File: src/verilog/dsd_pkg.sv
// Constants shared by the drive status signal detector.
`default_nettype none
package dsd_pkg;
	localparam int CLK_HZ = 50_000_000;
	// Timer tick period in microseconds, and the cycles it takes.
	localparam int TICK_US = 1000;
	localparam int TICK_CYCLES_DEF = CLK_HZ / 1_000_000 * TICK_US;
	// Hold time of the current flags in milliseconds, and in ticks.
	localparam int HOLD_MS = 100;
	localparam logic [13:0] HOLD_TICKS = 14'(HOLD_MS * 1000 / TICK_US);
	// Ticks per setting step: overcurrent delay in 0.1 s, zero-current time in 0.01 s.
	localparam logic [13:0] OC_STEP_TICKS = 14'(100_000 / TICK_US);
	localparam logic [13:0] ZC_STEP_TICKS = 14'(10_000 / TICK_US);
	// Reverse threshold value meaning use the forward threshold.
	localparam logic [15:0] REV_SAME_AS_FWD = 16'h270F;
	// Power-on defaults of the settings, for the integrator.
	localparam logic [6:0] SENS_DEF = 7'h0A;
	localparam logic [15:0] FWD_THR_DEF = 16'h003C;
	localparam logic [7:0] OC_LEVEL_DEF = 8'h96;
	localparam logic [6:0] OC_DELAY_DEF = 7'h00;
	localparam logic [7:0] ZC_LEVEL_DEF = 8'h05;
	localparam logic [6:0] ZC_TIME_DEF = 7'h32;
	// Terminal selector codes.
	localparam logic [9:0] SEL_UP_POS = 10'h001;
	localparam logic [9:0] SEL_UP_NEG = 10'h065;
	localparam logic [9:0] SEL_THR_POS = 10'h004;
	localparam logic [9:0] SEL_THR_NEG = 10'h068;
	localparam logic [9:0] SEL_OC_POS = 10'h00C;
	localparam logic [9:0] SEL_OC_NEG = 10'h070;
	localparam logic [9:0] SEL_ZC_POS = 10'h00D;
	localparam logic [9:0] SEL_ZC_NEG = 10'h071;
	localparam logic [9:0] SEL_POF_POS = 10'h05B;
	localparam logic [9:0] SEL_POF_NEG = 10'h0BF;
	// Trip codes reported by the control core; the values are arbitrary.
	localparam logic [7:0] TRIP_BRAKE = 8'h01;
	localparam logic [7:0] TRIP_GROUND = 8'h02;
	localparam logic [7:0] TRIP_PHASE = 8'h03;
	localparam logic [7:0] TRIP_PSTORE = 8'h04;
	localparam logic [7:0] TRIP_BOARD = 8'h05;
	localparam logic [7:0] TRIP_CPU6 = 8'h06;
	localparam logic [7:0] TRIP_CPU7 = 8'h07;
	localparam logic [7:0] TRIP_CPU = 8'h08;
	localparam logic [7:0] TRIP_INRUSH = 8'h09;
	localparam logic [7:0] TRIP_ACCEL_OC = 8'h0A;
endpackage
`default_nettype wire

File: src/verilog/dsd_top.sv
// Status flag detection and output terminal routing for a motor drive.
`timescale 1ns/1ps
`default_nettype none
module dsd_top #(
	parameter int TICK_CYCLES = dsd_pkg::TICK_CYCLES_DEF
) (
	input wire logic i_ref_clk,
	input wire logic i_arst_n,
	input wire logic [15:0] i_out_freq_raw,
	input wire logic [15:0] i_set_freq,
	input wire logic i_reverse,
	input wire logic [7:0] i_out_current_pct,
	input wire logic i_running,
	input wire logic i_dc_brake,
	input wire logic i_trip_valid,
	input wire logic [7:0] i_trip_code,
	input wire logic i_ground_fault_cause,
	input wire logic [6:0] i_up_to_freq_sensitivity,
	input wire logic [15:0] i_forward_freq_threshold,
	input wire logic [15:0] i_reverse_freq_threshold,
	input wire logic [7:0] i_overcurrent_level,
	input wire logic [6:0] i_overcurrent_delay,
	input wire logic [7:0] i_zero_current_level,
	input wire logic [6:0] i_zero_current_time,
	input wire logic [9:0] i_term0_sel,
	input wire logic [9:0] i_term1_sel,
	input wire logic [9:0] i_term2_sel,
	output logic o_power_off_fault_flag,
	output logic o_up_to_freq_flag,
	output logic o_freq_threshold_flag,
	output logic o_overcurrent_flag,
	output logic o_zero_current_flag,
	output logic o_term0,
	output logic o_term1,
	output logic o_term2
);

	////////////////////////////////////////////////////////////////////////
	// Selector decode, shared by all terminals.
	function automatic logic term_level(input logic [9:0] sel, input logic [4:0] f);
		logic r;
		r = 1'b0;
		case (sel)
			dsd_pkg::SEL_POF_POS: r = f[0];
			dsd_pkg::SEL_POF_NEG: r = ~f[0];
			dsd_pkg::SEL_UP_POS: r = f[1];
			dsd_pkg::SEL_UP_NEG: r = ~f[1];
			dsd_pkg::SEL_THR_POS: r = f[2];
			dsd_pkg::SEL_THR_NEG: r = ~f[2];
			dsd_pkg::SEL_OC_POS: r = f[3];
			dsd_pkg::SEL_OC_NEG: r = ~f[3];
			dsd_pkg::SEL_ZC_POS: r = f[4];
			dsd_pkg::SEL_ZC_NEG: r = ~f[4];
			default: r = 1'b0;
		endcase
		return r;
	endfunction

	////////////////////////////////////////////////////////////////////////
	// Millisecond tick for the delay and hold timers.
	logic [31:0] div_q;
	logic tick_q;

	always_ff @(posedge i_ref_clk or negedge i_arst_n)
	begin
		if (!i_arst_n)
		begin
			div_q <= 32'h0;
			tick_q <= 1'b0;
		end
		else if (div_q >= 32'(TICK_CYCLES - 1))
		begin
			div_q <= 32'h0;
			tick_q <= 1'b1;
		end
		else
		begin
			div_q <= div_q + 32'h1;
			tick_q <= 1'b0;
		end
	end

	////////////////////////////////////////////////////////////////////////
	// Fault class flag.
	logic pof_d;

	always_comb
	begin
		pof_d = 1'b0;
		// trip classes that mean a drive or wiring failure.
		case (i_trip_code)
			dsd_pkg::TRIP_BRAKE, dsd_pkg::TRIP_GROUND, dsd_pkg::TRIP_PHASE,
			dsd_pkg::TRIP_PSTORE, dsd_pkg::TRIP_BOARD, dsd_pkg::TRIP_CPU6,
			dsd_pkg::TRIP_CPU7, dsd_pkg::TRIP_CPU, dsd_pkg::TRIP_INRUSH: pof_d = 1'b1;
			// ground fault shown as acceleration overcurrent.
			dsd_pkg::TRIP_ACCEL_OC: pof_d = i_ground_fault_cause;
			default: pof_d = 1'b0;
		endcase
		pof_d = pof_d & i_trip_valid;
	end

	always_ff @(posedge i_ref_clk or negedge i_arst_n)
	begin
		if (!i_arst_n)
			o_power_off_fault_flag <= 1'b0;
		else
			o_power_off_fault_flag <= pof_d;
	end

	////////////////////////////////////////////////////////////////////////
	// Frequency flags. The raw input is the frequency before slip compensation.
	logic [15:0] fdiff;
	logic [15:0] thr;
	logic up_d;

	always_comb
	begin
		// raw frequency used for both compares.
		fdiff = (i_out_freq_raw >= i_set_freq) ? i_out_freq_raw - i_set_freq : i_set_freq - i_out_freq_raw;
		// band is sensitivity percent of set frequency.
		up_d = (24'(fdiff) * 24'h64) <= (24'(i_set_freq) * 24'(i_up_to_freq_sensitivity));
		thr = (i_reverse && i_reverse_freq_threshold != dsd_pkg::REV_SAME_AS_FWD) ?
			i_reverse_freq_threshold : i_forward_freq_threshold;
	end

	always_ff @(posedge i_ref_clk or negedge i_arst_n)
	begin
		if (!i_arst_n)
		begin
			o_up_to_freq_flag <= 1'b0;
			o_freq_threshold_flag <= 1'b0;
		end
		// DC braking forces both flags off.
		else if (i_dc_brake)
		begin
			o_up_to_freq_flag <= 1'b0;
			o_freq_threshold_flag <= 1'b0;
		end
		else
		begin
			o_up_to_freq_flag <= up_d;
			o_freq_threshold_flag <= i_out_freq_raw >= thr;
		end
	end

	////////////////////////////////////////////////////////////////////////
	// Current flags. Timers saturate, so a 10 s delay never wraps.
	logic oc_cond;
	logic zc_cond;
	logic [13:0] oc_lim;
	logic [13:0] zc_lim;
	logic [13:0] oc_cnt_q;
	logic [13:0] zc_cnt_q;
	logic [13:0] oc_hold_q;
	logic [13:0] zc_hold_q;

	always_comb
	begin
		// level compared as percent of rated current.
		oc_cond = i_running && (i_out_current_pct >= i_overcurrent_level);
		// zero-current level in percent of rated.
		zc_cond = i_running && (i_zero_current_level != 8'h00) && (i_out_current_pct < i_zero_current_level);
		oc_lim = 14'(i_overcurrent_delay) * dsd_pkg::OC_STEP_TICKS;
		zc_lim = 14'(i_zero_current_time) * dsd_pkg::ZC_STEP_TICKS;
	end

	// delay timers restart when the condition drops.
	always_ff @(posedge i_ref_clk or negedge i_arst_n)
	begin
		if (!i_arst_n)
		begin
			oc_cnt_q <= 14'h0;
			zc_cnt_q <= 14'h0;
		end
		else
		begin
			if (!oc_cond)
				oc_cnt_q <= 14'h0;
			else if (tick_q && oc_cnt_q != 14'h3FFF)
				oc_cnt_q <= oc_cnt_q + 14'h1;
			if (!zc_cond)
				zc_cnt_q <= 14'h0;
			else if (tick_q && zc_cnt_q != 14'h3FFF)
				zc_cnt_q <= zc_cnt_q + 14'h1;
		end
	end

	// flag held after the condition ends.
	always_ff @(posedge i_ref_clk or negedge i_arst_n)
	begin
		if (!i_arst_n)
		begin
			o_overcurrent_flag <= 1'b0;
			oc_hold_q <= 14'h0;
		end
		else if (oc_cond && oc_cnt_q >= oc_lim)
		begin
			o_overcurrent_flag <= 1'b1;
			oc_hold_q <= dsd_pkg::HOLD_TICKS;
		end
		else if (oc_hold_q != 14'h0)
			oc_hold_q <= oc_hold_q - 14'(tick_q);
		else
			o_overcurrent_flag <= 1'b0;
	end

	// zero-current flag after the detection time.
	// flag held after the condition ends.
	always_ff @(posedge i_ref_clk or negedge i_arst_n)
	begin
		if (!i_arst_n)
		begin
			o_zero_current_flag <= 1'b0;
			zc_hold_q <= 14'h0;
		end
		else if (zc_cond && zc_cnt_q >= zc_lim)
		begin
			o_zero_current_flag <= 1'b1;
			zc_hold_q <= dsd_pkg::HOLD_TICKS;
		end
		else if (zc_hold_q != 14'h0)
			zc_hold_q <= zc_hold_q - 14'(tick_q);
		else
			o_zero_current_flag <= 1'b0;
	end

	////////////////////////////////////////////////////////////////////////
	// Terminal routing. Driving from the flag registers costs one cycle
	// but keeps each terminal a clean flop output.
	logic [4:0] flags;
	logic [9:0] sel [3];
	logic [2:0] term_q;

	assign flags = {o_zero_current_flag, o_overcurrent_flag, o_freq_threshold_flag,
		o_up_to_freq_flag, o_power_off_fault_flag};
	assign sel[0] = i_term0_sel;
	assign sel[1] = i_term1_sel;
	assign sel[2] = i_term2_sel;

	for (genvar t = 0; t < 3; t++)
	begin : g_term
		always_ff @(posedge i_ref_clk or negedge i_arst_n)
		begin
			if (!i_arst_n)
				term_q[t] <= 1'b0;
			else
				term_q[t] <= term_level(sel[t], flags);
		end
	end

	assign o_term0 = term_q[0];
	assign o_term1 = term_q[1];
	assign o_term2 = term_q[2];
endmodule
`default_nettype wire

File: config.mk
export PLATFORM = sky130hd
export DESIGN_NAME = dsd_top
export DESIGN_NICKNAME = d
export VERILOG_FILES = /design/src/verilog/dsd_pkg.sv /design/src/verilog/dsd_top.sv
export SDC_FILE = /design/constraint.sdc
export NUM_CORES = 1
export LEC_CHECK = 0
export ABC_AREA = 1
export ABC_CLOCK_PERIOD_IN_PS = 1510
export BUFFER_PORTS_ARGS = -buffer_cell sky130_fd_sc_hd__clkbuf_2
export CORE_MARGIN = 1.5
export CORE_UTILIZATION = 30
export CTS_BUF_LIST = sky130_fd_sc_hd__clkbuf_8
export DETAILED_ROUTE_END_ITERATION = 16
export MAX_ROUTING_LAYER = met4
export PLACE_DENSITY = 0.52
export SKIP_CTS_REPAIR_TIMING = 1
export SLEW_MARGIN = 40
export SYNTH_ARGS = -nofsm -noshare
export SYNTH_HDL_FRONTEND = slang
export SYNTH_SLANG_ARGS = --single-unit
File: constraint.sdc
create_clock -name i_ref_clk -period 1.51 [get_ports i_ref_clk]
set_input_delay 0.151 -clock i_ref_clk [delete_from_list [all_inputs] [get_ports i_ref_clk]]
set_output_delay 0.151 -clock i_ref_clk [all_outputs]
set_load 0.05 [all_outputs]
==> results of run 1 <==
[area by class of cell]
class | count | area, um2 | area share (%)
clock inverter | 6 | 51.3 | 0.223
tap | 680 | 851 | 3.69
clock buffer | 10 | 138 | 0.598
multi-input combinational | 1732 | 13500 | 58.5
sequential | 97 | 2430 | 10.5
timing repair buffer | 548 | 4120 | 17.9
inverter | 503 | 1930 | 8.38
timing repair inverter | 2 | 32.5 | 0.141
[worst max-delay path by stage]
stage / start / to / slack [ns]
finish: i_up_to_freq_sensitivity[1] / o_up_to_freq_flag / -3.03
global route: i_set_freq[7] / o_up_to_freq_flag / -3.25
CTS: i_up_to_freq_sensitivity[6] / o_up_to_freq_flag / -3.19
detailed placement: i_up_to_freq_sensitivity[6] / o_up_to_freq_flag / -3.61
global placement: i_out_freq_raw[7] / o_up_to_freq_flag / -3.58
floorplan: i_up_to_freq_sensitivity[1] / o_up_to_freq_flag / -2.98
[Yosys cell counts, types with 3 or more instances]
| cell type | number | area, um2 |
|---|---|---|
| xnor2_1 | 23 | 201 |
| a31oi_1 | 4 | 25.0 |
| nor2_2 | 3 | 18.8 |
| nor2_4 | 4 | 45.0 |
| nand3b_1 | 9 | 67.6 |
| nand4_1 | 35 | 219 |
| ha_1 | 241 | 3020 |
| o21bai_1 | 14 | 105 |
| or2_2 | 5 | 31.3 |
| nor3_1 | 55 | 275 |
| nand2_1 | 613 | 2300 |
| a21o_1 | 6 | 45.0 |
| dfrtp_1 | 97 | 2430 |
| nor4_1 | 15 | 93.8 |
| inv_1 | 493 | 1850 |
| inv_2 | 7 | 26.3 |
| buf_2 | 5 | 25.0 |
| o21ai_0 | 64 | 320 |
| a21oi_1 | 104 | 521 |
| o21a_1 | 4 | 30.0 |
| fa_1 | 85 | 1700 |
| xor2_1 | 53 | 464 |
| nand3_1 | 126 | 631 |
| a21boi_0 | 3 | 22.5 |
| nand2_2 | 20 | 125 |
| clkbuf_1 | 32 | 120 |
| nand3_2 | 3 | 30.0 |
| nor3b_1 | 4 | 30.0 |
| nor2_1 | 209 | 785 |
[sequential cells by signal, summed over array words and instances, names as in the netlist]
signal,flops
zc_cnt_q,14
zc_hold_q,14
oc_hold_q,14
tick_q,1
o_up_to_freq_flag,1
o_term1,1
div_q,32
o_term0,1
o_term2,1
o_freq_threshold_flag,1
o_overcurrent_flag,1
oc_cnt_q,14
o_zero_current_flag,1
o_power_off_fault_flag,1
[stage by stage]
stage | setup WS, ns | TNS [ns] | area (um2) | cells | util (%)
after CTS | -3.19 | -43.22 | 20800 | 3528 | 40.4
after global placement | -3.58 | -53.85 | 20700 | 3512 | 40.0
after floorplan | -2.98 | -38.50 | 16600 | 2372 | -
after global routing | -3.25 | -48.33 | 23000 | 3578 | 44.6
after detailed placement | -3.61 | -56.02 | 20700 | 3512 | 40.0
final | -3.03 | -40.41 | 23000 | 3578 | 44.6
[routing by layer]
layer	GRT usage (%)	routed length, um	vias up
met3	0.774	938	40
met5	-	0	-
met1	21.9	21100	7707
met4	2.31	554	0
met2	31.3	24000	203
li1	-	-	8370
[power by group through the flow]
stage / clock, mW / combinational, mW / sequential [mW]
global route: 1.85 / 34.5 / 3.19
finish: 1.67 / 30.7 / 3.14
detailed placement: 0 / 26.4 / 3.19
floorplan: 0 / 16.9 / 3.27
CTS: 1.75 / 26.6 / 3.14
global placement: 0 / 26.1 / 3.19
[worst max-delay path, cell delays in order]
cell and delay [ns]:
clkbuf_4 0.20, buf_4 0.15, nand2_1 0.06, fa_1 0.50, fa_1 0.57, fa_1 0.46, fa_1 0.54, inv_1 0.06
ha_4 0.32, nand2_4 0.07, nor2_4 0.12, nand2_1 0.08, nand3_2 0.12, a21oi_4 0.07, xor2_2 0.19, ha_1 0.32
nand2_2 0.07, nor2_2 0.12, nand4_1 0.13, buf_4 0.16, nor2_1 0.10, o21ai_1 0.07, nand3_1 0.10, a21oi_2 0.06
[kinds of logic (layout without fill, tap and decap cells)]
| group | count (synthesis) | in the layout | synth area share (%) |
|---|---|---|---|
| compound gates | 206 | 206 | 7.21 |
| xor+xnor | 76 | 76 | 4.23 |
| fa+ha+maj | 326 | 326 | 30.0 |
| buf+inv | 545 | 1069 | 13.3 |
| flops | 97 | 97 | 15.4 |
| other cells | 1 | 16 | 0.0238 |
| simple gates | 1106 | 1108 | 29.9 |
==> summary.txt, run 1 <==
Pwr
  – Combinational cell fraction of total power: 86.5%
  – Max VDD drop: between 1.5 and 2 mV
  – Sequential group share of total power: 8.8%
  – Pint: roughly 18 mW
  – Power Total: 35.6 mW
  – Net switching power: between 15 and 20 mW
  – Power density normalized to cell area: between 1500 and 2000 nW/um2
  – Pleak: ~12 nW
  – Clock power share: approximately 4.7%
  – Switching share of total power: between 40% and 50%

Outcome
  – Failing checks: hold timing, setup timing
  – Outcome: finished, violations left

STA
  – Clk_skew: 0.0133 ns
  – Worst hold slack across all endpoints: -0.0160 ns
  – Count of endpoints failing setup in the final report: 58
  – Setup slack after layout: -3.03 ns
  – Share of the cycle needed by the critical path after routing: 301%
  – Shortest period the worst path allows: 4.54 ns
  – Setup repair after global routing missed its margin: true
  – Final hold viol count: 1
  – Pins over their slew limit: 0
  – Maximum clock frequency: about 0.22 GHz

Floorplan
  – Die X: about 230 um
  – Die Span Y: 232 um
  – Effective utilization at floorplan: between 30% and 40%
  – Floorplan die area: ~54000 um2
  – Boundary Pins: roughly 160
  – Area inside the core boundary: 51600 um2
  – Site row count: 83

Placed design
  – Weighted congestion at the end of routability-driven global placement: ~0.9
  – Port Buffers: 161
  – DP HPWL: ~40000 um

Run
  – Max cap viols: 0

Routing
  – Post-detailed-route DRC marker count: 0
  – Total wire length: about 47000 um
  – Vias/cell: 4.56
  – Antenna Nets Post-Route: 0
  – WL/cell: 13.0 um
  – Detailed-routing iteration count for the pre-antenna-repair pass: 5
  – Violation count after the first detailed-routing iteration: between 600 and 700
  – Routed via count: approximately 16000

Global routing
  – Via count of the first global-routing pass: approximately 16000
  – Total congestion overflow: 0
  – Largest net degree at the start of global routing: 35
  – Global-route wire length before repair: roughly 76000 um
  – Antenna violations before repair: 0
  – Global routing usage summed across all routing layers: around 17%

Critical path
  – Required time worst endpoint: about 1.8 ns
  – Setup crit end kind: register
  – Worst Setup Start Kind: primary input
  – Reg2reg setup slack: -0.35 ns
  – Top fanout value on the critical path: 10
  – Kind of critical path: primary input to register
  – Reg2Reg Launch Point: zc_cnt_q[2]
  – Data arrival, critical path: between 4 and 5 ns
  – Reg-to-Reg End: zc_hold_q[9]
  – Reg2reg path depth: 9

Clock tree
  – Number of buffers on the longest clock path: 2
  – Inserted Clock Buffers: 9
  – TritonCTS clock tree: yes
  – Clock insertion delay at the later pin of the skew report: slightly below 0.4 ns
  – CTS Sinks: slightly below 100
  – Clock input transition at the sequential cells of the worst setup and hold paths: 0.09 ns
  – Number of levels in the clock H-tree: 3
  – Root buffer selected by CTS: clkbuf_8

Logic synthesis
  – Yosys synthesis warning count: 0
  – Number of synthesized flops with an enable pin: 0
  – Total of flip-flops plus latches after synthesis: 97
  – Distinct cells, synth: between 40 and 50
  – Part of the Yosys area used for sequential elements: roughly 15%
  – Post-synthesis async set-or-reset flop share: 100%
  – Synthesized area per cell: 6.68 um2
  – Cell area after synthesis: 15700 um2
  – Most used flip-flop cell after synthesis: dfrtp_1
  – Number of instances in the synthesized netlist: 2357

Hold path
  – End of the worst hold path: o_up_to_freq_flag
  – Worst min-delay path class: primary input to register
  – Worst Hold Path Cells: 2
  – Min-Delay Startpoint: i_dc_brake

Cells and area
  – Diodes inserted: 0
  – Layout-stage area growth over the synthesis result: 46.2%
  – Count of nets after finishing: 3373
  – Commonest cells after routing, fill and taps aside: nand2_1 (526), inv_1 (438), buf_4 (345)
  – Ratio of cells with drive above 1 in the final layout: a little over a third
  – Most common library cell in the layout ignoring fill and taps: nand2_1
  – Filler cell count: 5162
Power figures use the tool's default switching activity.
==> run 2: changes to the inputs <==
--- a/config.mk
+++ b/config.mk
@@ -9,11 +9,11 @@
 export ABC_CLOCK_PERIOD_IN_PS = 1510
 export BUFFER_PORTS_ARGS = -buffer_cell sky130_fd_sc_hd__clkbuf_2
 export CORE_MARGIN = 1.5
-export CORE_UTILIZATION = 30
+export CORE_UTILIZATION = 25
 export CTS_BUF_LIST = sky130_fd_sc_hd__clkbuf_8
 export DETAILED_ROUTE_END_ITERATION = 16
 export MAX_ROUTING_LAYER = met4
-export PLACE_DENSITY = 0.52
+export PLACE_DENSITY = 0.46
 export SKIP_CTS_REPAIR_TIMING = 1
 export SLEW_MARGIN = 40
 export SYNTH_ARGS = -nofsm -noshare
==> run 2 against run 1 <==
  * The flow still finishes with violations (hold timing, setup timing)
  * Combinational power decreased by 8.8%
  * Power is 7.3% lower
  * Routed wire length grew 0.54%
  * Count of clock-buffer cells in the layout down 1
  * Final cell count rose by 4.2%
  * First-iteration DRC count up 6.1%
  * Utilization shrank 8.0 points
  * Clock power is 9% higher
  * Critical path type unchanged
  * Critical endpoint unchanged
  * Largest power group unchanged
==> summary.txt, run 2 (synthesized netlist as in run 1, its figures left out) <==
Pwr
  – Pint: 16.7 mW (-7.7%)
  – Switching share of total power: 49.4% (+0.26 points)
  – Pleak: 12.2 nW (-0.77%)
  – Sequential group share of total power: 9.6% (+0.8 points)
  – Clock power share: 5.5% (+0.8 points)
  – Combinational cell fraction of total power: 84.9% (-1.6 points)
  – Net switching power: 16.3 mW (-6.8%)
  – Max VDD drop: 1.74 mV (+2.4%)
  – Power density normalized to cell area: 1450 nW/um2 (-6.0%)

Cells and area
  – Register Area: 2430 um2 (+0.10%)
  – Number of flip-flops in the largest register: 32 (unchanged)
  – Ratio of cells with drive above 1 in the final layout: 32.9% (-2.3 points)
  – Final standard cell count with taps included and fillers excluded: 3729 (+4.2%)
  – Count of nets after finishing: 3368 (-0.15%)
  – Most common library cell in the layout ignoring fill and taps: nand2_1
  – Register bank with the most flops: div_q
  – Fin area: 22700 um2 (-1.4%)
  – Layout-stage area growth over the synthesis result: 44.2%
  – Commonest cells after routing, fill and taps aside: nand2_1 (549), inv_1 (454), buf_4 (347)
  – Diodes inserted: 0 (unchanged)
  – Filler cell count: 6660 (+29%)
  – Total area of multi-input combinational cells: 13100 um2 (-2.7%)
  – Final Core Density: 36.7% (-8.0 points)

Run
  – Max cap viols: 0 (unchanged)

Placed design
  – DP HPWL: 39900 um (+2.5%)
  – Placed cell count: 3680 (+4.8%)
  – Weighted congestion at the end of routability-driven global placement: 0.873 (-4.4%)
  – Area post-placement: 20900 um2 (+1.0%)
  – Port Buffers: 161 (unchanged)

Global routing
  – Antenna violations before repair: 0 (unchanged)
  – Largest net degree at the start of global routing: 55 (+57%)
  – Global routing usage summed across all routing layers: 14.8% (-2.5 points)
  – Via count of the first global-routing pass: 16471 (+1.5%)
  – Global-route wire length before repair: 76600 um (+0.97%)
  – Total congestion overflow: 0 (unchanged)

Routing
  – Vias/cell: 4.31 (-5.6%)
  – Post-detailed-route DRC marker count: 0 (unchanged)
  – Detailed-routing iteration count for the pre-antenna-repair pass: 5 (unchanged)
  – Routed via count: 16060 (-1.6%)
  – WL/cell: 12.6 um (-3.5%)
  – Total wire length: 46800 um (+0.54%)
  – Violation count after the first detailed-routing iteration: 709 (+6.1%)
  – Antenna Nets Post-Route: 0 (unchanged)

Critical path
  – Setup crit end kind: register
  – Worst stage delay on the critical path: 0.53 ns (-0.04 ns)
  – Top delay family on crit path: adder cells
  – Data arrival, critical path: 4.83 ns (about the same)
  – Kind of critical path: primary input to register
  – Library cell appearing most often on the critical path: fa_1
  – Required time worst endpoint: 1.79 ns (about the same)
  – Top fanout value on the critical path: 7 (-3)
  – Number of buffer and inverter stages on the critical path: 9 (+5)
  – Worst Setup Start Kind: primary input
  – Critical-path top delay cell: fa_1

STA
  – Count of endpoints failing setup in the final report: 55 (-5.2%)
  – Share of the cycle needed by the critical path after routing: 302% (+1.2 points)
  – Clk_skew: 0.0272 ns (+0.0140 ns)
  – Worst hold slack across all endpoints: -0.00766 ns (+0.00838 ns)
  – Setup slack after layout: -3.05 ns (-0.0180 ns)
  – Final hold viol count: 1 (unchanged)
  – Shortest period the worst path allows: 4.56 ns (+0.0180 ns)
  – Maximum clock frequency: 0.220 GHz (-0.39%)
  – Transition time of the tightest slew-check pin: between 0.5 and 0.6 ns
  – Setup repair after global routing missed its margin: true
  – Pins over their slew limit: 0 (unchanged)
  – Slew Limit Headroom: between 60 and 70%

Floorplan
  – Site row count: 91 (+9.6%)
  – Die X: 254 um (+9.4%)
  – Effective utilization at floorplan: 25.4% (-5.1 points)
  – Floorplan die area: 64500 um2 (+20%)
  – Die Span Y: 254 um (+9.4%)
  – Area inside the core boundary: 61900 um2 (+20%)
  – Boundary Pins: 162 (unchanged)

Clock tree
  – CTS Sinks: 97 (unchanged)
  – Number of levels in the clock H-tree: 3 (unchanged)
  – TritonCTS clock tree: yes
  – Inserted Clock Buffers: 9 (unchanged)
  – Clock insertion delay at the later pin of the skew report: 0.40 ns (about the same)
  – Clock input transition at the sequential cells of the worst setup and hold paths: 0.11 ns (+0.02 ns)
  – Root buffer selected by CTS: clkbuf_8
  – Number of buffers on the longest clock path: 2 (unchanged)

Outcome
  – Outcome: finished, violations left
  – Failing checks: hold timing, setup timing

Hold path
  – Worst min-delay path class: primary input to register
## run 2: changes by cell type in the layout (fill, tap and decap cells not counted), sizes merged, moves of 2 or more
cell and delta:
buf -5, inv +4, clkinv -3, clkinvlp -3, clkbuf +2
## run 2: final timing paths
kind | from | slack (ns) | endpoint | cells past startpoint
worst max-delay path | i_set_freq[7] | -3.05 | o_up_to_freq_flag | 27
worst min-delay path | i_trip_valid | -0.008 | o_power_off_fault_flag | 3
worst max register to register | zc_cnt_q[3] | -0.27 | zc_hold_q[8] | 9
worst min register to register | oc_hold_q[5] | 0.55 | oc_hold_q[5] | 2
max in group asynchronous | i_arst_n | 0.73 | zc_cnt_q[1] | 3
min in group asynchronous | i_arst_n | 0.18 | oc_cnt_q[13] | 2
## run 2: per-stage QoR
stage	total power [mW]	setup slack [ns]	TNS (ns)	hold WS, ns
floorplan	20.2	-2.98	-38.50	-0.145
global placement	29.4	-3.62	-55.51	0.0499
detailed placement	29.6	-3.63	-56.86	0.0509
CTS	31.7	-3.24	-43.98	-0.399
global route	36.8	-3.33	-45.84	0.000160
finish	33.0	-3.05	-38.59	-0.00766
## run 2: power by group through the flow
stage	registers [mW]	clock network, mW	logic, mW
2_1_floorplan	3.27	0	16.9
3_3_place_gp	3.20	0	26.2
3_5_place_dp	3.21	0	26.4
4_1_cts	3.16	1.92	26.7
5_1_grt	3.21	2.01	31.6
6_report	3.16	1.82	28.0
## run 2: layout make-up
class / instances / area share, %
sequential: 97 / 10.7
multi-input combinational: 1731 / 57.8
timing repair inverter: 1 / 0.0276
tap: 837 / 4.61
clock inverter: 6 / 0.320
timing repair buffer: 545 / 17.6
inverter: 503 / 8.44
clock buffer: 9 / 0.546
## run 2: routing by layer
layer	vias up	routed length, um	part of all wire [%]	track usage, %
met3	47	965	2.1	0.963
met2	177	23800	51	26.8
met4	0	669	1.4	2.91
li1	8365	-	-	-
met5	-	0	0	-
met1	7471	21400	46	18.1
## run 2: worst register-to-register path: stages (launching register included)
cell and delay [ns]:
dfrtp_1 0.44, ha_1 0.34, a21oi_1 0.14, o21ai_0 0.12
buf_4 0.15, o21ai_1 0.14, nand3_1 0.12, nand2_2 0.14
nand2_1 0.06, nor2_1 0.08
==> run 3: changes to the inputs <==
--- a/config.mk
+++ b/config.mk
@@ -14,6 +14,7 @@
 export DETAILED_ROUTE_END_ITERATION = 16
 export MAX_ROUTING_LAYER = met4
 export PLACE_DENSITY = 0.46
+export RECOVER_POWER = 100
 export SKIP_CTS_REPAIR_TIMING = 1
 export SLEW_MARGIN = 40
 export SYNTH_ARGS = -nofsm -noshare
==> run 3 against run 2 <==
  * The flow still finishes with violations (hold timing, setup timing)
  * Clock power about the same
  * Clock skew shrank 0.0028 ns
  * Final cell count unchanged
  * Count of clock-buffer cells in the layout unchanged
  * Cell area shrank 0.12%
  * Utilization is essentially flat
  * Fmax barely moved
  * Worst setup slack better by 0.0029 ns
  * Register-to-register slack hardly changed
  * Critical path depth unchanged
  * Die area unchanged
  * Via count about the same
  * Critical endpoint unchanged
  * Largest power group unchanged
==> summary.txt, run 3 (synthesized netlist as in run 1, its figures left out) <==
Outcome
  – Outcome: finished, violations left
  – Failing checks: hold timing, setup timing

Clock tree
  – Clock input transition at the sequential cells of the worst setup and hold paths: 0.11 ns (about the same)
  – TritonCTS clock tree: yes
  – CTS Sinks: 97 (unchanged)
  – Clock insertion delay at the later pin of the skew report: 0.40 ns (about the same)
  – Root buffer selected by CTS: clkbuf_8
  – Inserted Clock Buffers: 9 (unchanged)
  – Number of buffers on the longest clock path: 2 (unchanged)
  – Number of levels in the clock H-tree: 3 (unchanged)

Cells and area
  – Layout-stage area growth over the synthesis result: 44.0%
  – Diodes inserted: 0 (unchanged)
  – Number of flip-flops in the largest register: 32 (unchanged)
  – Count of nets after finishing: 3368 (unchanged)
  – Commonest cells after routing, fill and taps aside: nand2_1 (549), inv_1 (454), buf_4 (345)
  – Ratio of cells with drive above 1 in the final layout: 32.7% (-0.21 points)
  – Most common library cell in the layout ignoring fill and taps: nand2_1
  – Register bank with the most flops: div_q
  – Total area of multi-input combinational cells: 13100 um2 (about the same)
  – Register Area: 2430 um2 (about the same)
  – Filler cell count: 6668 (+0.12%)

STA
  – Pins over their slew limit: 0 (unchanged)
  – Clk_skew: 0.0244 ns (-0.00284 ns)
  – Transition time of the tightest slew-check pin: 1.06 ns (+0.474 ns)
  – Setup slack after layout: -3.04 ns (+0.00289 ns)
  – Final hold viol count: 1 (unchanged)
  – Shortest period the worst path allows: 4.55 ns (-0.00289 ns)
  – Worst hold slack across all endpoints: -0.00770 ns (-0.0000422 ns)
  – Maximum clock frequency: 0.220 GHz (about the same)
  – Count of endpoints failing setup in the final report: 55 (unchanged)
  – Slew Limit Headroom: 29.5% (-32 points)
  – Setup repair after global routing missed its margin: true
  – Share of the cycle needed by the critical path after routing: 302% (about the same)

Placed design
  – DP HPWL: 39900 um (unchanged)
  – Weighted congestion at the end of routability-driven global placement: 0.873 (unchanged)
  – Port Buffers: 161 (unchanged)

Pwr
  – Max VDD drop: 1.74 mV (about the same)
  – Pleak: 12.2 nW (-0.26%)
  – Power density normalized to cell area: 1450 nW/um2 (about the same)
  – Power Total: 32.9 mW (-0.10%)

Critical path
  – Required time worst endpoint: 1.79 ns (about the same)
  – Library cell appearing most often on the critical path: fa_1
  – Worst stage delay on the critical path: 0.53 ns (about the same)
  – Worst Setup Start Kind: primary input
  – Stages on the worst setup path: 27 (unchanged)
  – Setup crit end kind: register
  – Number of buffer and inverter stages on the critical path: 9 (unchanged)
  – Reg2reg path depth: 10 (+1)
  – Data arrival, critical path: 4.83 ns (about the same)
  – Top delay family on crit path: adder cells
  – Critical-path top delay cell: fa_1
  – Kind of critical path: primary input to register
  – Top fanout value on the critical path: 7 (unchanged)

Hold path
  – Worst Hold Path Cells: 3 (unchanged)
  – Worst min-delay path class: primary input to register

Run
  – Max cap viols: 0 (unchanged)

Routing
  – Antenna Nets Post-Route: 0 (unchanged)
  – Violation count after the first detailed-routing iteration: 708 (-0.14%)
  – Vias/cell: 4.30 (about the same)
  – Total wire length: 46800 um (about the same)
  – WL/cell: 12.6 um (about the same)
  – Routed via count: 16049 (-0.068%)
  – Detailed-routing iteration count for the pre-antenna-repair pass: 7 (+2)
  – Post-detailed-route DRC marker count: 0 (unchanged)

Floorplan
  – Die Span Y: 254 um (unchanged)
  – Area inside the core boundary: 61900 um2 (unchanged)
  – Effective utilization at floorplan: 25.4% (unchanged)
  – Floorplan die area: 64500 um2 (unchanged)
  – Die X: 254 um (unchanged)
  – Site row count: 91 (unchanged)
  – Boundary Pins: 162 (unchanged)

Global routing
  – Global routing usage summed across all routing layers: 14.8% (unchanged)
  – Total congestion overflow: 0 (unchanged)
  – Global-route wire length before repair: 76600 um (unchanged)
  – Via count of the first global-routing pass: 16471 (unchanged)
  – Antenna violations before repair: 0 (unchanged)
  – Largest net degree at the start of global routing: 55 (unchanged)
run 3: cell count changes in the layout (fill, tap and decap cells not counted):
cell,before,now
dfrtp_2,3,2
clkbuf_1,0,4
dfrtp_1,94,95
nor2_1,167,168
clkbuf_2,146,144
buf_4,347,345
nor2_2,28,27
nand2_4,16,15
nand2_2,70,71
buf_6,30,31
buf_12,10,9
run 3: report_power, final:
group          leakage, nW  internal (mW)  switching, mW  total, mW
Sequential            1.21           2.91          0.244       3.16
Combinational         10.9           13.0           15.0       28.0
Clock                0.102          0.785           1.03       1.81
Total                 12.2           16.7           16.3       32.9
run 3: worst reg2reg max path: cells and delay by family (launching register included):
kind	cells	cell delay [ns]
AND/OR/NAND/NOR	5	0.56
flip-flops	1	0.45
adder cells (fa/ha/maj)	1	0.32
buffers and inverters	2	0.25
AO/OA/AOI/OAI	2	0.15
run 3: path summary, 6_finish.rpt:
check / start / to / slack, ns
min in group asynchronous: i_arst_n / oc_cnt_q[13] / 0.47
worst max-delay path: i_set_freq[7] / o_up_to_freq_flag / -3.04
worst max register to register: oc_cnt_q[3] / o_overcurrent_flag / -0.28
worst min-delay path: i_trip_valid / o_power_off_fault_flag / -0.008
worst min register to register: oc_hold_q[5] / oc_hold_q[5] / 0.55
max in group asynchronous: i_arst_n / zc_cnt_q[1] / 0.17
run 3: layer usage:
metal / share of wire, % / global-route usage [%]
met1: 46 / 18.1
met3: 1.9 / 0.963
met2: 51 / 26.8
met4: 1.4 / 2.91
met5: 0 / -
run 3: per-stage QoR:
step	std cells	utilization (%)	cell area [um2]	setup WS, ns	TNS [ns]
6_report	3729	36.6	22700	-3.04	-38.69
2_1_floorplan	2372	-	16600	-2.98	-38.50
4_1_cts	3695	34.0	21100	-3.24	-43.98
3_3_place_gp	3680	33.7	20900	-3.62	-55.51
3_5_place_dp	3680	33.7	20900	-3.63	-56.86
5_1_grt	3729	36.6	22700	-3.33	-51.62
run 3: cell type report:
class                           count  share of cell area [%]
Inverter                          503                    8.45
Multi-Input combinational cell   1731                    57.8
Sequential cell                    97                    10.7
Timing Repair Buffer              545                    17.5
Tap cell                          837                    4.62
Clock inverter                      6                   0.320
Clock buffer                        9                   0.546
Timing Repair inverter              1                  0.0276
